[config.mk]
export PLATFORM = sky130hd
export DESIGN_NAME = sda_top
export DESIGN_NICKNAME = d
export VERILOG_FILES = /design/src/common/sda_pkg.sv /design/src/logic/sda_counter.sv /design/src/logic/sda_top.sv
export VERILOG_INCLUDE_DIRS = /design/src /design/src/common
export SDC_FILE = /design/constraint.sdc
export NUM_CORES = 1
export LEC_CHECK = 0
export BUFFER_PORTS_ARGS = -buffer_cell sky130_fd_sc_hd__buf_2
export CORE_UTILIZATION = 45
export DETAILED_ROUTE_END_ITERATION = 8
export MAX_ROUTING_LAYER = met4
export PLACE_DENSITY = 0.69
export SLEW_MARGIN = 20
export SYNTH_ARGS = -nofsm -noshare
export SYNTH_HDL_FRONTEND = slang
export SYNTH_SLANG_ARGS = --single-unit
[constraint.sdc]
create_clock -name clk_i -period 2.02 [get_ports clk_i]
set_input_delay 0.202 -clock clk_i [delete_from_list [all_inputs] [get_ports clk_i]]
set_output_delay 0.202 -clock clk_i [all_outputs]
set_load 0.005 [all_outputs]
[src/common/sda_map.svh]
// Overview of operation
// DMA uses the shared bus only in the second half of a processor cycle.
// Word address is extended by a 3-bit field selecting one of eight fields.
// Word address register is a presettable 12-bit binary counter.
// Processor presets the word address before a transfer sequence begins.
// Word address increments by one after each transfer; new value is next.
// Field address register is a presettable 3-bit binary counter.
// With carry enable set, field and word form one 15-bit counter.
// Field seven never increments; address wraps inside it and flags error.
// Top-field wrap requests an interrupt only when status bit eleven set.
// With carry enable clear, word rollover leaves the field unchanged.
// Each DMA access presents field and word address on the address lines.
`ifndef SDA_MAP_SVH
`define SDA_MAP_SVH
// ****************************************
// Register offsets (byte addresses)
// ****************************************
`define SDA_OFF_WORD 4'h0
`define SDA_OFF_FIELD 4'h4
`define SDA_OFF_STATUS 4'h8
`define SDA_OFF_IRQ_STAT 4'hC
// Interrupt clear and enable share one offset block above status
`define SDA_OFF_IRQ_CLR 5'h10
`define SDA_OFF_IRQ_EN 5'h14
// ****************************************
// Field positions and sizes
// ****************************************
`define SDA_WORD_W 12
`define SDA_FIELD_W 3
`define SDA_BIT_CARRY_EN 9
`define SDA_BIT_INT_PERMIT 11
`define SDA_TOP_FIELD 3'h7
`define SDA_WORD_MAX 12'hFFF
`define SDA_IRQ_WRAP 0
`define SDA_IRQ_XFER 1
`define SDA_IRQ_W 2
`define SDA_STATUS_RST 12'h000
`endif

[src/common/sda_pkg.sv]
package sda_pkg;
  typedef enum logic [1:0] {
    SDA_ACC_READ,
    SDA_ACC_WRITE,
    SDA_ACC_REFRESH
  } sda_acc_e;
  typedef enum logic [1:0] {
    SDA_IDLE,
    SDA_WAIT_SLOT,
    SDA_ACCESS
  } sda_state_e;
endpackage

[src/logic/sda_counter.sv]
`timescale 1ns/1ps
`include "sda_map.svh"
// ****************************************
// Chained word and field address counter
// ****************************************
module sda_counter (
  input wire logic clk_i, // System clock
  input wire logic rst_i, // Synchronous reset
  input wire logic load_word_i, // Preset word counter
  input wire logic load_field_i, // Preset field counter
  input wire logic [11:0] load_val_i, // Preset value
  input wire logic step_i, // Advance after a transfer
  input wire logic carry_en_i, // Chain field to word
  output logic [11:0] word_o, // Word address
  output logic [2:0] field_o, // Field address
  output logic wrap_o // Top-field wrap pulse
);
  import sda_pkg::*;
  typedef struct packed {
    logic [11:0] word;
    logic [2:0] field;
    logic wrap;
  } sda_cnt_s;
  sda_cnt_s st, next_st;
  logic roll;
  // Next counter state
  always_comb begin
    next_st = st;
    next_st.wrap = 1'b0;
    roll = (st.word == `SDA_WORD_MAX);
    if (step_i) begin
      next_st.word = st.word + 12'h001;
      if (roll && carry_en_i) begin
        if (st.field == `SDA_TOP_FIELD) begin
          next_st.wrap = 1'b1;
        end else begin
          next_st.field = st.field + 3'h1;
        end
      end
    end
    if (load_word_i) begin
      next_st.word = load_val_i;
    end
    if (load_field_i) begin
      next_st.field = load_val_i[2:0];
    end
  end
  // State register
  always_ff @(posedge clk_i) begin
    if (rst_i) begin
      st <= '0;
    end else begin
      st <= next_st;
    end
  end
  assign word_o = st.word;
  assign field_o = st.field;
  assign wrap_o = st.wrap;
  // Assertions
  chk_top_field_hold: assert property (@(posedge clk_i) disable iff (rst_i)
    (step_i && !load_field_i && field_o == 3'h7) |=> field_o == 3'h7)
    else $error("top field changed");
  chk_no_carry_field: assert property (@(posedge clk_i) disable iff (rst_i)
    (step_i && !carry_en_i && !load_field_i) |=> $stable(field_o))
    else $error("field moved without carry");
  chk_carry_step: assert property (@(posedge clk_i) disable iff (rst_i)
    (step_i && carry_en_i && word_o == 12'hFFF && field_o != 3'h7 &&
     !load_field_i) |=> field_o == $past(field_o) + 3'h1)
    else $error("carry not taken");
  chk_word_inc: assert property (@(posedge clk_i) disable iff (rst_i)
    (step_i && !load_word_i) |=> word_o == $past(word_o) + 12'h001)
    else $error("word not incremented");
  chk_wrap_flag: assert property (@(posedge clk_i) disable iff (rst_i)
    wrap_o |-> $past(field_o) == 3'h7 && $past(word_o) == 12'hFFF)
    else $error("wrap flagged wrongly");
endmodule

[src/logic/sda_top.sv]
`timescale 1ns/1ps
`include "sda_map.svh"
// ****************************************
// Cycle steal free transfer address engine
// ****************************************
module sda_top (
  input wire logic clk_i, // System clock
  input wire logic rst_i, // Synchronous reset
  input wire logic wb_cyc_i, // Wishbone cycle
  input wire logic wb_stb_i, // Wishbone strobe
  input wire logic wb_we_i, // Wishbone write
  input wire logic [4:0] wb_adr_i, // Byte address
  input wire logic [3:0] wb_sel_i, // Byte enables
  input wire logic [31:0] wb_dat_i, // Write data
  output logic [31:0] wb_dat_o, // Read data
  output logic wb_ack_o, // Acknowledge
  input wire logic second_half_i, // Second half of processor cycle
  input wire logic dma_req_i, // Transfer request
  input wire sda_pkg::sda_acc_e dma_kind_i, // Read, write or refresh
  output logic mem_sel_o, // Memory access active
  output sda_pkg::sda_acc_e mem_kind_o, // Access kind
  output logic [11:0] mem_addr_o, // Word address lines
  output logic [2:0] mem_field_o, // Extended address lines
  output logic xfer_done_o, // Transfer complete pulse
  output logic irq_o // Interrupt level
);
  import sda_pkg::*;
  typedef struct packed {
    sda_state_e state;
    logic [11:0] status;
    logic [1:0] irq_stat;
    logic [1:0] irq_en;
    logic [31:0] rdata;
    logic ack;
    logic sel;
    sda_acc_e kind;
    logic [11:0] addr;
    logic [2:0] field;
    logic done;
    logic irq;
    logic half;
  } sda_top_s;
  sda_top_s st, next_st;
  logic [11:0] word;
  logic [2:0] field;
  logic wrap;
  logic bus_req;
  logic wr_acc;
  logic ld_word;
  logic ld_field;
  logic step;
  logic [1:0] ev;
  logic [1:0] clr;
  // ****************************************
  // Address counters
  // ****************************************
  sda_counter u_cnt (
    .clk_i(clk_i),
    .rst_i(rst_i),
    .load_word_i(ld_word),
    .load_field_i(ld_field),
    .load_val_i(wb_dat_i[11:0]),
    .step_i(step),
    .carry_en_i(st.status[`SDA_BIT_CARRY_EN]),
    .word_o(word),
    .field_o(field),
    .wrap_o(wrap)
  );
  // Bus decode
  always_comb begin
    bus_req = wb_cyc_i && wb_stb_i && !st.ack;
    wr_acc = bus_req && wb_we_i;
    ld_word = wr_acc && wb_adr_i == {1'b0, `SDA_OFF_WORD} &&
      wb_sel_i[0] && wb_sel_i[1];
    ld_field = wr_acc && wb_adr_i == {1'b0, `SDA_OFF_FIELD} && wb_sel_i[0];
    clr = (wr_acc && wb_adr_i == `SDA_OFF_IRQ_CLR && wb_sel_i[0]) ?
      wb_dat_i[1:0] : 2'b00;
    step = (st.state == SDA_ACCESS);
    ev = {step, wrap};
  end
  // ****************************************
  // Next state
  // ****************************************
  always_comb begin
    next_st = st;
    next_st.ack = bus_req;
    next_st.done = 1'b0;
    next_st.rdata = 32'h00000000;
    next_st.half = second_half_i;
    if (wr_acc) begin
      if (wb_adr_i == {1'b0, `SDA_OFF_STATUS}) begin
        if (wb_sel_i[0]) begin
          next_st.status[7:0] = wb_dat_i[7:0];
        end
        if (wb_sel_i[1]) begin
          next_st.status[11:8] = wb_dat_i[11:8];
        end
      end
      if (wb_adr_i == `SDA_OFF_IRQ_EN && wb_sel_i[0]) begin
        next_st.irq_en = wb_dat_i[1:0];
      end
    end
    if (bus_req && !wb_we_i) begin
      unique case (wb_adr_i)
        {1'b0, `SDA_OFF_WORD}: next_st.rdata = {20'h00000, word};
        {1'b0, `SDA_OFF_FIELD}: next_st.rdata = {29'h0, field};
        {1'b0, `SDA_OFF_STATUS}: next_st.rdata = {20'h00000, st.status};
        {1'b0, `SDA_OFF_IRQ_STAT}: next_st.rdata = {30'h0, st.irq_stat};
        `SDA_OFF_IRQ_EN: next_st.rdata = {30'h0, st.irq_en};
        default: next_st.rdata = 32'h00000000;
      endcase
    end
    // Sticky events, set wins over clear
    next_st.irq_stat = (st.irq_stat & ~clr) | ev;
    // Transfer sequencer
    unique case (st.state)
      SDA_IDLE: begin
        next_st.sel = 1'b0;
        if (dma_req_i) begin
          next_st.state = SDA_WAIT_SLOT;
          next_st.kind = dma_kind_i;
        end
      end
      SDA_WAIT_SLOT: begin
        // Start on the first clock of the second half only, so the
        // registered access cycle cannot spill into the next first half
        if (second_half_i && !st.half) begin
          next_st.state = SDA_ACCESS;
          next_st.sel = 1'b1;
          next_st.addr = word;
          next_st.field = field;
        end
      end
      SDA_ACCESS: begin
        next_st.state = SDA_IDLE;
        next_st.sel = 1'b0;
        next_st.done = 1'b1;
      end
    endcase
    // Interrupt output
    next_st.irq = ((next_st.irq_stat[`SDA_IRQ_WRAP] &&
      next_st.irq_en[`SDA_IRQ_WRAP] &&
      st.status[`SDA_BIT_INT_PERMIT]) ||
      (next_st.irq_stat[`SDA_IRQ_XFER] && next_st.irq_en[`SDA_IRQ_XFER]));
  end
  // State register
  always_ff @(posedge clk_i) begin
    if (rst_i) begin
      st <= '0;
    end else begin
      st <= next_st;
    end
  end
  assign wb_dat_o = st.rdata;
  assign wb_ack_o = st.ack;
  assign mem_sel_o = st.sel;
  assign mem_kind_o = st.kind;
  assign mem_addr_o = st.addr;
  assign mem_field_o = st.field;
  assign xfer_done_o = st.done;
  assign irq_o = st.irq;
  // ****************************************
  // Assertions
  // ****************************************
  chk_slot_only: assert property (@(posedge clk_i) disable iff (rst_i)
    $rose(mem_sel_o) |-> $past(second_half_i))
    else $error("access outside second half");
  chk_addr_drive: assert property (@(posedge clk_i) disable iff (rst_i)
    $rose(mem_sel_o) |-> mem_addr_o == word && mem_field_o == field)
    else $error("address lines wrong");
  chk_wrap_irq: assert property (@(posedge clk_i) disable iff (rst_i)
    (irq_o && !st.irq_en[`SDA_IRQ_XFER]) |->
      $past(st.status[`SDA_BIT_INT_PERMIT]))
    else $error("wrap irq without permit");
  cov_xfer: cover property (@(posedge clk_i) xfer_done_o);
  cov_wrap: cover property (@(posedge clk_i) wrap);
  cov_irq: cover property (@(posedge clk_i) $rose(irq_o));
  // Access cycle stays inside the second half window
  chk_slot_inside: assert property (
    @(posedge clk_i) disable iff (rst_i)
    mem_sel_o |-> second_half_i)
    else $error("access left the second half");
  // One bus slot per transfer
  chk_sel_single: assert property (
    @(posedge clk_i) disable iff (rst_i)
    mem_sel_o |=> !mem_sel_o)
    else $error("access longer than one cycle");
  // Completion follows the access
  chk_done_after: assert property (
    @(posedge clk_i) disable iff (rst_i)
    mem_sel_o |=> xfer_done_o)
    else $error("no completion after access");
  // Counter moves on to the next location
  chk_step_word: assert property (
    @(posedge clk_i) disable iff (rst_i)
    (mem_sel_o && !ld_word) |=> word == $past(mem_addr_o) + 12'h001)
    else $error("word not advanced after access");
  // Address lines hold outside the slot search
  chk_hold_addr: assert property (
    @(posedge clk_i) disable iff (rst_i)
    (st.state != SDA_WAIT_SLOT) |=>
      $stable(mem_addr_o) && $stable(mem_field_o))
    else $error("address lines moved");
  // Interrupt only from an enabled event; a wrap event must also be permitted
  chk_irq_gate: assert property (
    @(posedge clk_i) disable iff (rst_i)
    irq_o |-> (st.irq_stat[`SDA_IRQ_XFER] && st.irq_en[`SDA_IRQ_XFER]) ||
      (st.irq_stat[`SDA_IRQ_WRAP] && st.irq_en[`SDA_IRQ_WRAP] &&
       $past(st.status[`SDA_BIT_INT_PERMIT])))
    else $error("interrupt without enabled event");
  // Wrap event is kept in the status bit
  chk_wrap_sticky: assert property (
    @(posedge clk_i) disable iff (rst_i)
    wrap |=> st.irq_stat[`SDA_IRQ_WRAP])
    else $error("wrap event lost");
  // Bus answer is a single registered pulse
  chk_ack_pulse: assert property (@(posedge clk_i) disable iff (rst_i)
    wb_ack_o |=> !wb_ack_o)
    else $error("ack longer than one cycle");
  chk_ack_answer: assert property (@(posedge clk_i) disable iff (rst_i)
    (wb_cyc_i && wb_stb_i && !wb_ack_o) |=> wb_ack_o)
    else $error("request not answered");
  chk_rdata_idle: assert property (@(posedge clk_i) disable iff (rst_i)
    !wb_ack_o |-> wb_dat_o == 32'h00000000)
    else $error("read data outside ack");
  cov_carry: cover property (@(posedge clk_i)
    step && word == `SDA_WORD_MAX && st.status[`SDA_BIT_CARRY_EN]);
  cov_refresh: cover property (@(posedge clk_i)
    mem_sel_o && mem_kind_o == SDA_ACC_REFRESH);
endmodule

* Word-level counts from Yosys, hierarchy flattened
Cells that the tools add are included.
** Word-level totals
- Register bits after elaboration :: 88
- Word-level logic and storage cells :: 88
** Cells by class
- Add/sub/neg operators :: 2
- Eq/ne operators :: 12
- Multiplexer cells :: 16
- Bitwise logic cells :: 6
- Reductions and logical operators :: 35
** Operators with widths (number)
- case mux 12 bit (5 select lines) :: 1
- logical AND 1 bit :: 17
- 2-to-1 mux 16 bit :: 1
- adder 12 x 1 -> 12 bit (second input constant) :: 1
- == test 12 bit (second input constant) :: 1
- 2-to-1 mux 12 bit :: 1
- == test 5 x 4 -> 1 bit (second input constant) :: 2
- == test 5 bit (second input constant) :: 2
- 2-to-1 mux 2 bit :: 5
- AND reduction 3 bit :: 3
- 2-to-1 mux 3 bit :: 2
- inequality test 2 bit (second input constant) :: 3
- case mux 2 bit (3 select lines) :: 1
- AND reduction 2 bit :: 3
- nonzero test 2 bit :: 3
- == test 5 x 3 -> 1 bit (second input constant) :: 1
- zero test 5 bit :: 1
- 2-to-1 mux 4 bit :: 1
- OR reduction 2 bit :: 2
- adder 3 x 1 -> 3 bit (second input constant) :: 1
- == test 3 bit (second input constant) :: 1
- zero test 1 bit :: 3
- 2-to-1 mux 1 bit :: 3
- NOT 1 bit :: 3
- other kinds (9) :: 9

* Depth between registers and ports, before layout
- Depth after elaboration :: 12
- Depth in mapped cells :: 8
- Mapped depth without buffers :: 6

* By module
A second synthesis with hierarchy kept.
** Unflattened totals
- Cell total of the unflattened synthesis :: 384
- Area, all modules :: 3344.5 um^2
** By module, submodules not included
- sda_top :: instances 1, cells an instance 279, area each 2442.3 um^2
- sda_counter :: instances 1, cells an instance 105, area each 902.1 um^2

* Worst setup path after synthesis
No wires, ideal clock.
- Path type :: reg2reg
- From :: reg st[70] in the netlist's numbering
- To :: reg u_cnt.st, in the netlist u_cnt.field_o[2]
- Library setup time :: 0.145 ns
- Arrival time :: 1.467 ns
- Data required time :: 1.875 ns
- Setup slack :: 0.409 ns
- Stages on the path, launching flop included :: 8
- Clock period less this slack :: 1.611 ns
- Path through :: dfxtp_1 -> inv_1 -> ha_1 -> buf_4 -> nand2_1 -> nor4_4 -> mux2i_1 -> a211oi_1
** Between the ends
- Cells in the longest elaborated chain, start to end :: 3
** RTL lines
- start, declared :: line sda_top.sv:43 : sda_top_s st, next_st;
- start signal, assigned :: line sda_top.sv:151 : st <= next_st;
- == test 2 bit :: line sda_top.sv:78 : step = (st.state == SDA_ACCESS);
- nonzero test 2 bit (no line)
- AND reduction 3 bit (no line)
- end signal, assigned :: line sda_counter.sv:53 : st <= next_st;
- end, declared :: line sda_counter.sv:24 : sda_cnt_s st, next_st;
No other way between the ends.
A chain may end at the register's enable or synchronous reset.

* Final worst setup path
- From :: reg u_cnt.st, in the netlist u_cnt.field_o[0]
- To :: reg u_cnt.st, in the netlist u_cnt.field_o[1]
** Between the ends
- Cells in the longest elaborated chain, start to end :: 5
** RTL lines
- adder 3 x 1 -> 3 bit :: line sda_counter.sv:37 : next_st.field = st.field + 3'h1;
- 2-to-1 mux 3 bit :: line sda_counter.sv:34 : if (st.field == `SDA_TOP_FIELD) begin
- 2-to-1 mux 4 bit :: line sda_counter.sv:33 : if (roll && carry_en_i) begin
- 2-to-1 mux 16 bit :: line sda_counter.sv:31 : if (step_i) begin
- 2-to-1 mux 3 bit :: line sda_counter.sv:44 : if (load_field_i) begin
Several ways; a longest one is shown, not always the timed one. The select of a mux whose other input is x is not followed.

==> summary.md <==
| Metric | Value |
|---|---|
| R2R cell count | 6 |
| Max VDD drop | 0.000374 V |
| Number of max-cap violations | 0 |
| Flop pwr share | 0.505 |
| Status | finished clean |
| Final setup viols | 0 |
| Synth Register Bits | 68 |
| Wirelength per Cell | 14.2 um |
| Total GRT Usage | 0.201 |
| Hold Crit Class | input port to flip-flop |
| Buf/Inv on CP | 0 |
| Mapped Cells | 376 |
| Core area | 7250 um2 |
| Synth warn | 0 |
| Clk sinks | 68 |
| Critical hold path startpoint | second_half_i |
| RR Startpoint | u_cnt.field_o[0] |
| Clock skew | 0.00769 ns |
| Hold_buf cts | 0 |
| Power density cells | 731 nW/um2 |
| CP cell instances | ha_1 -> ha_1 -> nand4b_1 -> nor4_4 -> mux2i_1 -> a211oi_1 |
| Share of layout cells above drive strength 1 | 0.259 |
| Final Max Tran Viols | 0 |
| DR vias/cell | 5.10 |
| Finished Layout Cells | 512 |
| Syn-to-layout area delta | 9.46% |
| IO Pins | 103 |
| Post-synth cell types | 45 |
| Die ar. | 7870 um2 |
| TNS Setup | 0 ns |
| CP Capture Type | flip-flop |
| Hold path endpoint | st[0] |
| Reg-to-reg endpoint | u_cnt.field_o[1] |
| Hpwl dp | 5.21 mm |
| Filler instances | 712 |
| CP required | 2.24 ns |
| Number of global-route vias before repair | 2426 |
| CTS max path bufs | 2 |
| Reg clk slew, reported paths | 0.07 ns |
| Worst-path fanout max | 4 |
| Worst setup path category | flip-flop to flip-flop |
| H-tree Lvls | 3 |
| Initial core utilization | 0.467 |
| Final net count | 464 |
| Max Fclk | 0.559 GHz |
| Placer congestion estimate | 0.816 |
| CP Launch Type | flip-flop |
| Num CTS Buffers | 9 |
| Register-to-register setup slack | 0.23 ns |
| RSZ-0062 raised after global routing | false |
| DR iter-0 viols | 113 |
| CTS tree | built |
| Register area share after synthesis | 0.402 |
| # DRC | 0 |
| Post-layout min period | 1.79 ns |
| Pleak | 1.54 nW |
| Worst skew pair latency | 0.35 ns |
| Die X | 88.7 um |
| Arrival time at the worst endpoint | 2.01 ns |
| Power, Total | 2.71 mW |
| Via count | 2610 |
| Number of flops mapped to enable cells by yosys | 0 |
| Initial antenna violation count | 0 |
| CP max stage cell | dfxtp_1 |
| Post-CTS Setup Repair Bufs | 0 |
| Crit path launch | u_cnt.field_o[0] |
| Detail Route Antenna Nets | 0 |
| Antenna cells | 0 |
| Sw Ratio | 0.257 |
| Delay-heaviest family, CP | simple AND/OR/NAND/NOR gates |
| Die Y | 88.7 um |
| TritonRoute pass-1 iters | 5 |
| Port Buffers | 60 |
| Int Power | 2.01 mW |
| Clock share of power | 0.413 |
| Fin crit share | 0.885 |
| Root Driver | clkbuf_8 |
| Final Hold Fails | 0 |
| Count of cells resized by post-cts repair | 0 |
| Row count | 31 |
| Pin count of the biggest net entering global routing | 32 |
| Ys async rst share | 0 |
| Top FF cell, synth | dfxtp_1 |
| Net Sw Power | 0.697 mW |
| Combinational power share | 0.082 |
| Mapped cell area | 3390 um2 |
| Worst Hold Path Cells | 2 |
| Global-route wire length before repair | 11.4 mm |
| Mapped Avg Cell Area | 9.00 um2 |
| Remaining global-route overflow | 0 |
| Placed Cells incl. Taps | 496 |
| CP peak stage delay | 0.35 ns |
| Top cell by count, worst path | ha_1 |
| Final WL | 7.27 mm |
-- power by group through the flow --
stage | registers [mW] | logic [mW] | clock network [mW]
after floorplan | 1.40 | 0.165 | 0
after global placement | 1.40 | 0.216 | 0
after detailed placement | 1.40 | 0.220 | 0
after CTS | 1.37 | 0.220 | 1.14
after global routing | 1.37 | 0.247 | 1.20
final | 1.37 | 0.221 | 1.12
-- state kept, by name, indices dropped and copies added, names as in the netlist, 2 cells and up --
name / count
st: 19
mem_field_o: 3
u_cnt.word_o: 12
u_cnt.field_o: 3
mem_kind_o: 2
mem_addr_o: 12
wb_dat_o: 12
-- placed cells by master (no fill, tap or decap), types with 3 or more instances in the layout --
cell / count
and2_1: 3
clkbuf_8: 9
nand2b_1: 6
nor3_1: 18
nand4_1: 6
clkinvlp_4: 3
nand3_1: 6
inv_1: 4
nor2_1: 31
buf_4: 12
a21oi_1: 19
a211oi_2: 10
nand4b_1: 3
nor4_1: 3
nor2b_1: 5
ha_1: 6
nand3b_1: 3
xor2_1: 3
o21ai_0: 3
a22oi_1: 11
xnor2_1: 9
buf_2: 60
conb_1: 20
nand2_1: 42
mux2i_1: 19
dfxtp_1: 68
a211oi_1: 7
-- Yosys cell counts, types with 3 or more instances --
| library cell | instances | area [um2] |
|---|---|---|
| buf_2 | 4 | 20.0 |
| o21ai_0 | 3 | 15.0 |
| xor2_1 | 3 | 26.3 |
| a211oi_2 | 10 | 125 |
| nor3_1 | 18 | 90.1 |
| inv_1 | 4 | 15.0 |
| nor2b_1 | 5 | 31.3 |
| nand4_1 | 6 | 37.5 |
| ha_1 | 6 | 75.1 |
| clkbuf_1 | 11 | 41.3 |
| nor2_1 | 31 | 116 |
| buf_1 | 3 | 11.3 |
| a21oi_1 | 19 | 95.1 |
| nand3b_1 | 3 | 22.5 |
| nand2b_1 | 6 | 37.5 |
| mux2i_1 | 19 | 190 |
| a211oi_1 | 7 | 52.6 |
| a22oi_1 | 11 | 82.6 |
| nand4b_1 | 3 | 26.3 |
| nand3_1 | 6 | 30.0 |
| nor4_1 | 3 | 18.8 |
| dfxtp_1 | 68 | 1360 |
| buf_4 | 50 | 375 |
| nand2_1 | 42 | 158 |
| and2_1 | 3 | 18.8 |
| xnor2_1 | 9 | 78.8 |
-- through the flow --
stage          area [um2]  hold slack (ns)  setup WS (ns)  utilization
6_report             3710           0.0773          0.232        0.511
2_1_floorplan        3460            0.330          0.409            -
3_5_place_dp         3510            0.435          0.274        0.484
5_1_grt              3710           0.0771          0.138        0.511
3_3_place_gp         3510            0.434          0.335        0.484
4_1_cts              3710           0.0618          0.240        0.511
-- worst max-delay path by stage --
stage / endpoint / slack (ns) / cells past startpoint
after floorplan: u_cnt.field_o[2] / 0.41 / 7
after global placement: u_cnt.field_o[1] / 0.34 / 6
after detailed placement: u_cnt.field_o[1] / 0.27 / 6
after CTS: u_cnt.field_o[1] / 0.24 / 6
after global routing: u_cnt.field_o[1] / 0.14 / 6
final: u_cnt.field_o[1] / 0.23 / 6
-- layer usage --
metal	part of all wire	wire, um	vias up	global-route usage
li1	-	-	1291	-
met1	0.44	3180	1241	0.227
met2	0.50	3640	69	0.341
met3	0.050	363	9	0.0504
met4	0.012	89	0	0.0748
met5	0	0	-	-
-- logic make-up (layout without fill, tap and decap cells) --
family | Yosys count | in the layout | share of synthesized area
other | 1 | 20 | 0.00111
AO/OA/AOI/OAI | 57 | 57 | 0.125
XOR/XNOR | 12 | 12 | 0.0310
flip-flops | 68 | 68 | 0.402
multiplexers | 19 | 19 | 0.0562
buffers and inverters | 74 | 92 | 0.142
AND/OR/NAND/NOR | 139 | 139 | 0.221
adder cells (fa/ha/maj) | 6 | 6 | 0.0222
-- layout make-up --
class,instances,area [um2],share of cell area
tap,99,124,0.0334
sequential,68,1360,0.367
multi-input combinational,253,1620,0.436
timing repair buffer,72,390,0.105
inverter,4,15.0,0.00405
clock buffer,9,124,0.0334
clock inverter,7,75.1,0.0203
Note: power is estimated with default switching activity, not from simulation.
